==> config.mk <==
export PLATFORM = sky130hd
export DESIGN_NAME = signal_selector
export DESIGN_NICKNAME = d
export VERILOG_FILES = /design/src/design/sel_pkg.sv /design/src/design/signal_selector.sv
export SDC_FILE = /design/constraint.sdc
export NUM_CORES = 1
export LEC_CHECK = 0
export ABC_AREA = 1
export BUFFER_PORTS_ARGS = -buffer_cell sky130_fd_sc_hd__buf_2
export CORE_MARGIN = 4
export CORE_UTILIZATION = 30
export CTS_BUF_LIST = sky130_fd_sc_hd__clkbuf_4 sky130_fd_sc_hd__clkbuf_8
export DETAILED_ROUTE_END_ITERATION = 6
export GPL_TIMING_DRIVEN = 0
export HOLD_SLACK_MARGIN = 0.1
export PLACE_DENSITY = 0.48
export SYNTH_ARGS = -nofsm -noshare
export SYNTH_HDL_FRONTEND = slang
export SYNTH_SLANG_ARGS = --single-unit
==> constraint.sdc <==
create_clock -name ref_clk -period 13 [get_ports ref_clk]
set_input_delay 1.3 -clock ref_clk [delete_from_list [all_inputs] [get_ports ref_clk]]
set_output_delay 1.3 -clock ref_clk [all_outputs]
set_load 0.01 [all_outputs]
==> src/design/sel_pkg.sv <==
// package for the redundant signal selector: widths, register map, types
// assumes a single 10 MHz clock domain and a plain register port
package sel_pkg;
  localparam int VAL_W = 16;
  localparam int NCH = 4;
  localparam int ADDR_W = 4;
  localparam int DATA_W = 32;
  // register map (byte offsets)
  localparam logic [ADDR_W-1:0] REG_CTRL = 4'h0;
  localparam logic [ADDR_W-1:0] REG_STATUS = 4'h4;
  localparam logic [ADDR_W-1:0] REG_IRQ = 4'h8;
  localparam logic [ADDR_W-1:0] REG_MASK = 4'hC;
  // control fields
  localparam int CTRL_CFG_LSB = 0;   // 2 bits: inputs in use
  localparam int CTRL_PICK_BIT = 2;  // operator choice, two-input mode
  localparam int CTRL_LIM_LSB = 16;  // 16-bit upper validity limit
  localparam logic [1:0] CFG_RESET = 2'h0;
  localparam logic [VAL_W-1:0] LIM_RESET = 16'hFFFF;
  // irq bits
  localparam int IRQ_BAD = 0;
  localparam int IRQ_MANUAL = 1;
  localparam int IRQ_W = 2;
  typedef enum logic [1:0] {CFG_FOUR, CFG_TWO, CFG_THREE, CFG_RSVD} cfg_e;
  typedef struct packed {
    logic [VAL_W-1:0] value;
    logic status_ok;
  } chan_s;
endpackage

==> src/design/signal_selector.sv <==
// redundant signal selector: qualifies up to four channels and picks the
// control value by median, average, operator choice or single survivor
// assumes channel inputs are asynchronous and need synchronising
`timescale 1ns/1ps
`default_nettype none
module signal_selector
  import sel_pkg::*;
(
  // clock and reset
  input wire logic ref_clk,
  input wire logic arst_n,
  // redundant channels
  input wire chan_s [NCH-1:0] chan_in,
  input wire logic [NCH-1:0] bypass_in,
  // register port
  input wire logic [ADDR_W-1:0] addr,
  input wire logic [DATA_W-1:0] wdata,
  input wire logic wr,
  input wire logic rd,
  output logic [DATA_W-1:0] rdata,
  // controller and workstation
  output logic [VAL_W-1:0] ctrl_value,
  output logic ctrl_valid,
  output logic manual_mode,
  output logic operator_alert,
  output logic irq
);
  // ==========================================================
  // input synchronisers
  chan_s [NCH-1:0] sync1, sync2;
  logic [NCH-1:0] byp1, byp2;
  // two stages since channels arrive from another domain
  always_ff @(posedge ref_clk or negedge arst_n) begin
    if (!arst_n) begin
      sync1 <= '0;
      sync2 <= '0;
      byp1 <= '0;
      byp2 <= '0;
    end else begin
      sync1 <= chan_in;
      sync2 <= sync1;
      byp1 <= bypass_in;
      byp2 <= byp1;
    end
  end

  // ==========================================================
  // registers
  logic [1:0] cfg, next_cfg;
  logic pick, next_pick;
  logic [VAL_W-1:0] lim, next_lim;
  logic [IRQ_W-1:0] irq_st, next_irq_st, mask, next_mask;
  logic [DATA_W-1:0] next_rdata;
  logic [NCH-1:0] good, good_q, next_good_q;
  logic manual_now, next_manual, next_alert;
  logic [VAL_W-1:0] next_value;
  logic next_valid;

  // ==========================================================
  // qualification
  logic [NCH-1:0] used;
  always_comb begin
    unique case (cfg_e'(cfg))
      CFG_TWO: used = 4'h3;
      CFG_THREE: used = 4'h7;
      default: used = 4'hF;
    endcase
  end
  always_comb begin
    for (int i = 0; i < NCH; i++) begin
      good[i] = used[i] & sync2[i].status_ok & ~byp2[i] &
                (sync2[i].value <= lim);
    end
  end

  // ==========================================================
  // sort good values: bad ones pushed to top as max so they drop out
  logic [VAL_W-1:0] v [NCH];
  logic [VAL_W-1:0] s [NCH];
  logic [2:0] ngood;
  always_comb begin
    logic [VAL_W-1:0] t;
    t = '0;
    ngood = '0;
    for (int i = 0; i < NCH; i++) begin
      v[i] = good[i] ? sync2[i].value : '1;
      ngood = ngood + 3'(good[i]);
    end
    s = v;
    for (int a = 0; a < NCH - 1; a++) begin
      for (int b = 0; b < NCH - 1 - a; b++) begin
        if (s[b] > s[b+1]) begin
          t = s[b];
          s[b] = s[b+1];
          s[b+1] = t;
        end
      end
    end
  end

  // averaging in one extra bit avoids overflow
  function automatic logic [VAL_W-1:0] avg2(input logic [VAL_W-1:0] x,
                                            input logic [VAL_W-1:0] y);
    logic [VAL_W:0] sum;
    sum = {1'b0, x} + {1'b0, y};
    return sum[VAL_W:1];
  endfunction

  // ==========================================================
  // selection
  always_comb begin
    next_value = ctrl_value;
    next_valid = 1'b1;
    manual_now = 1'b0;
    case (ngood)
      3'd4: begin
        next_value = avg2(s[1], s[2]);
      end
      3'd3: begin
        next_value = s[1];
      end
      3'd2: begin
        if (cfg_e'(cfg) == CFG_TWO) begin
          next_value = pick ? sync2[1].value : sync2[0].value;
        end else begin
          next_value = avg2(s[0], s[1]);
        end
      end
      3'd1: begin
        next_value = s[0];
      end
      default: begin
        manual_now = 1'b1;
        next_valid = 1'b0;
      end
    endcase
    if (manual_now) begin
      next_value = '0;
    end
    next_manual = manual_now;
    // alert only for three and four input setups
    next_alert = manual_now & (cfg_e'(cfg) != CFG_TWO);
  end

  // ==========================================================
  // register port and interrupt status
  always_comb begin
    next_cfg = cfg;
    next_pick = pick;
    next_lim = lim;
    next_mask = mask;
    next_irq_st = irq_st;
    next_good_q = good;
    next_rdata = '0;
    if (wr) begin
      if (addr == REG_CTRL) begin
        next_cfg = wdata[CTRL_CFG_LSB +: 2];
        next_pick = wdata[CTRL_PICK_BIT];
        next_lim = wdata[CTRL_LIM_LSB +: VAL_W];
      end else if (addr == REG_IRQ) begin
        next_irq_st = irq_st & ~wdata[IRQ_W-1:0];
      end else if (addr == REG_MASK) begin
        next_mask = wdata[IRQ_W-1:0];
      end
    end
    // good to bad notifies
    // set wins over a same-cycle clear
    if (|(good_q & ~good)) begin
      next_irq_st[IRQ_BAD] = 1'b1;
    end
    if (manual_now & ~manual_mode) begin
      next_irq_st[IRQ_MANUAL] = 1'b1;
    end
    if (rd) begin
      if (addr == REG_CTRL) begin
        next_rdata[CTRL_CFG_LSB +: 2] = cfg;
        next_rdata[CTRL_PICK_BIT] = pick;
        next_rdata[CTRL_LIM_LSB +: VAL_W] = lim;
      end else if (addr == REG_STATUS) begin
        next_rdata[NCH-1:0] = good;
        next_rdata[4 +: 3] = ngood;
        next_rdata[8] = manual_mode;
        next_rdata[16 +: VAL_W] = ctrl_value;
      end else if (addr == REG_IRQ) begin
        next_rdata[IRQ_W-1:0] = irq_st;
      end else if (addr == REG_MASK) begin
        next_rdata[IRQ_W-1:0] = mask;
      end
    end
  end

  always_ff @(posedge ref_clk or negedge arst_n) begin
    if (!arst_n) begin
      cfg <= CFG_RESET;
      pick <= 1'b0;
      lim <= LIM_RESET;
      mask <= '0;
      irq_st <= '0;
      good_q <= '0;
      rdata <= '0;
      ctrl_value <= '0;
      ctrl_valid <= 1'b0;
      manual_mode <= 1'b0;
      operator_alert <= 1'b0;
    end else begin
      cfg <= next_cfg;
      pick <= next_pick;
      lim <= next_lim;
      mask <= next_mask;
      irq_st <= next_irq_st;
      good_q <= next_good_q;
      rdata <= next_rdata;
      ctrl_value <= next_value;
      ctrl_valid <= next_valid;
      manual_mode <= next_manual;
      operator_alert <= next_alert;
    end
  end

  // level interrupt from unmasked sticky bits
  assign irq = |(irq_st & mask);
endmodule
`default_nettype wire

==> metrics.csv <==
stage,metric,value,unit
run_status,status,finished clean,
sta,finalClockSkew,27.25,ps
min_path,hold_path_end,sync2[25],
logic_synthesis,postSynth.asyncResetShare,1.000,
logic_synthesis,syn_area,14560,sq um
worst_setup_path,cp-end-kind,register,
floorplan,die_x,228.3,um
drt,antenna_left,0,
logic_synthesis,ys_ff_latch,214,
flow_run,maxCapViolations,0,
logic_synthesis,yosysSeqAreaShare,0.3693,
worst_setup_path,r2r_start,lim[9],
sta,maxSlewHeadroom,0.2458,
worst_setup_path,timing_worst_setup_path_type,register to register,
worst_setup_path,startpoint_type,register,
logic_synthesis,netlist_instances,1805,
floorplan,die-area,52110,sq um
drt,drc_errors,0,
logic_synthesis,synth_top_cell_area_share,0.3404,
drt,drtIter0Drc,1044,
floorplan,core_region_area,47850,sq um
worst_setup_path,cp_data_required_time,13500,ps
worst_setup_path,worst-r2r-cell-count,80,
global_route,grtUsageTotal,0.2009,
logic_synthesis,syn-mean-instance-area,8.065,sq um
layout,final_nets,2398,
sta,setup_viol,0,
clock_tree,cts-buffers-inserted,37,
global_route,grt_overflow,0,
place,gp_congestion,0.9581,
sta,rsz0062_at_grt,yes,
clock_tree,clkSinkCount,214,
place,dp_hpwl,43330,um
clock_tree,cts_root_buffer,clkbuf_8,
global_route,grt_max_degree,119,
layout,fin_cells,2731,
worst_setup_path,reg2reg_to,ctrl_value[15],
sta,fmax,80.24,MHz
logic_synthesis,synth_commonest_cells,"nand2_1 (440), dfrtp_1 (198), ha_1 (195)",
sta,finalHoldViolations,0,
min_path,hold_start,sync1[25],
worst_setup_path,cp_slowest_cell,dfstp_2,
floorplan,io_pins,164,
worst_setup_path,slowest_delay,550,ps
worst_setup_path,crit_top_cell,nand2_1,
sta,tightest_slew,1121,ps
clock_tree,clk_path_buf_depth,3,
logic_synthesis,ys_types,62,
sta,period_needed,12460,ps
drt,wirelength,54700,um
floorplan,die_y,228.3,um
logic_synthesis,synth_top_area_cell,dfrtp_1,
logic_synthesis,yosys.cell_count.top_type,nand2_1,
floorplan,start_util,0.3042,
worst_setup_path,cp.arrival,12960,ps
min_path,hold_class,register to register,
layout,drive_gt1_frac,0.2793,
sta,drv_slew,0,
place,placement.io_buffers,141,
drt,drtPass1Iterations,5,
logic_synthesis,synth_flop_cell,dfrtp_1,
clock_tree,clk_pin_slew_worst_paths,70,ps
floorplan,rows,80,
global_route,antenna_found_initial,0,
clock_tree,cts_tree,built,
drt,post_drt_via_cell_ratio,4.972,
logic_synthesis,synth-edff-count,0,
clock_tree,clkLatencyLatePin,570,ps
place,post-place-cells,2569,
layout,areaGrowthSynthToFinish,29.14,%
clock_tree,hold_buffers,0,
sta,whs,337.5,ps
min_path,min_path_cells,0,
drt,vias,13578,
logic_synthesis,synthTopCellsByArea,"dfrtp_1 (34%), ha_1 (17%), nand2_1 (11%)",
global_route,grt_pass1_vias,12981,
sta,period_share,0.9587,
worst_setup_path,r2r_slack,540,ps
clock_tree,cts_htree_levels,2,
drt,wire_per_inst,20.03,um
logic_synthesis,synth-warning-count,0,
layout,diodes,0,
worst_setup_path,crit_fanout,10,
global_route,grt_pass1_wl,79120,um
final cells by class:
type / count / area (sq um)
clock inverter: 11 / 121.4
buffer: 57 / 412.9
timing repair buffer: 240 / 1583
multi-input combinational: 1379 / 9209
sequential: 214 / 5375
tap: 615 / 769.5
clock buffer: 56 / 683.2
fill: 4918 / 29050
inverter: 159 / 644.4
worst max-delay path: cells and delay by family, from the launching register on:
kind,cells,cell delay [ps]
fa+ha+maj,7,2030
simple gates,30,3970
buf+inv,21,2710
compound gates,22,3110
flops,1,550
layout by cell type (no fill, tap or decap), types with 12 or more instances in the layout:
cell        instances
inv_1             127
nand2_2            27
nor2_1            123
clkbuf_4           15
ha_4               23
nand4_1            19
clkinvlp_4         14
dfrtp_1           198
dfstp_2            16
o21ai_4            32
inv_2              15
clkbuf_8           42
buf_4              96
nand3_1            61
nor2_2             12
nor3_1             12
ha_1              170
nand2_1           426
buf_2             150
clkbuf_1           22
buf_6              13
o21ai_1            24
o21ai_2            52
o21ai_0            83
o211ai_1           14
a21oi_1           163
how the worst max path moves through the flow:
stage,start,to,slack [ps],cells after the start
after floorplan,lim[15],ctrl_value[15],1740,78
after global routing,lim[10],ctrl_value[13],-240,79
after detailed placement,lim[5],ctrl_value[15],-1250,79
final,lim[9],ctrl_value[15],540,80
after CTS,lim[11],ctrl_value[15],2,76
after global placement,lim[7],ctrl_value[15],-1180,79
cells by family after synthesis:
group           after synthesis  synth area share
simple gates                725            0.2072
compound gates              431            0.1774
buf+inv                     219           0.06352
flops                       214            0.3693
fa+ha+maj                   198            0.1717
xor+xnor                     14          0.008424
mux                           3          0.002149
other cells                   1         0.0002576
what timing repair did:
item	4_1_cts	5_1_grt
resized for setup	50	197
cloned	0	8
buffers inserted	11	79
setup endpoints to repair	13	13
pin swaps	5	56
stage by stage:
step | util | setup TNS (ps) | setup WS [ps] | instance area, sq um
detailed placement | 0.3364 | -5036 | -1254 | 16100
global route | 0.3929 | -459.9 | -236.3 | 18800
floorplan | - | 0 | 1736 | 14580
finish | 0.3929 | 0 | 537.2 | 18800
CTS | 0.3583 | 0 | 2.410 | 17140
global placement | 0.3356 | -4415 | -1179 | 16060
state kept, by name (all words and copies together), names as in the netlist, 4 cells and up:
signal / flops
byp1: 4
sync1: 68
good_q: 4
rdata: 24
byp2: 4
sync2: 68
ctrl_value: 16
lim: 16
layer usage:
metal | global-route usage | part of all wire
met3 | 0.02994 | 0.049
met4 | 0.1087 | 0.052
met2 | 0.3196 | 0.46
met5 | 0 | 0
met1 | 0.2639 | 0.44
Power is left out: the tool's default activity adds up to more than one toggle a clock period on the data nets, which glitch-free logic cannot reach.
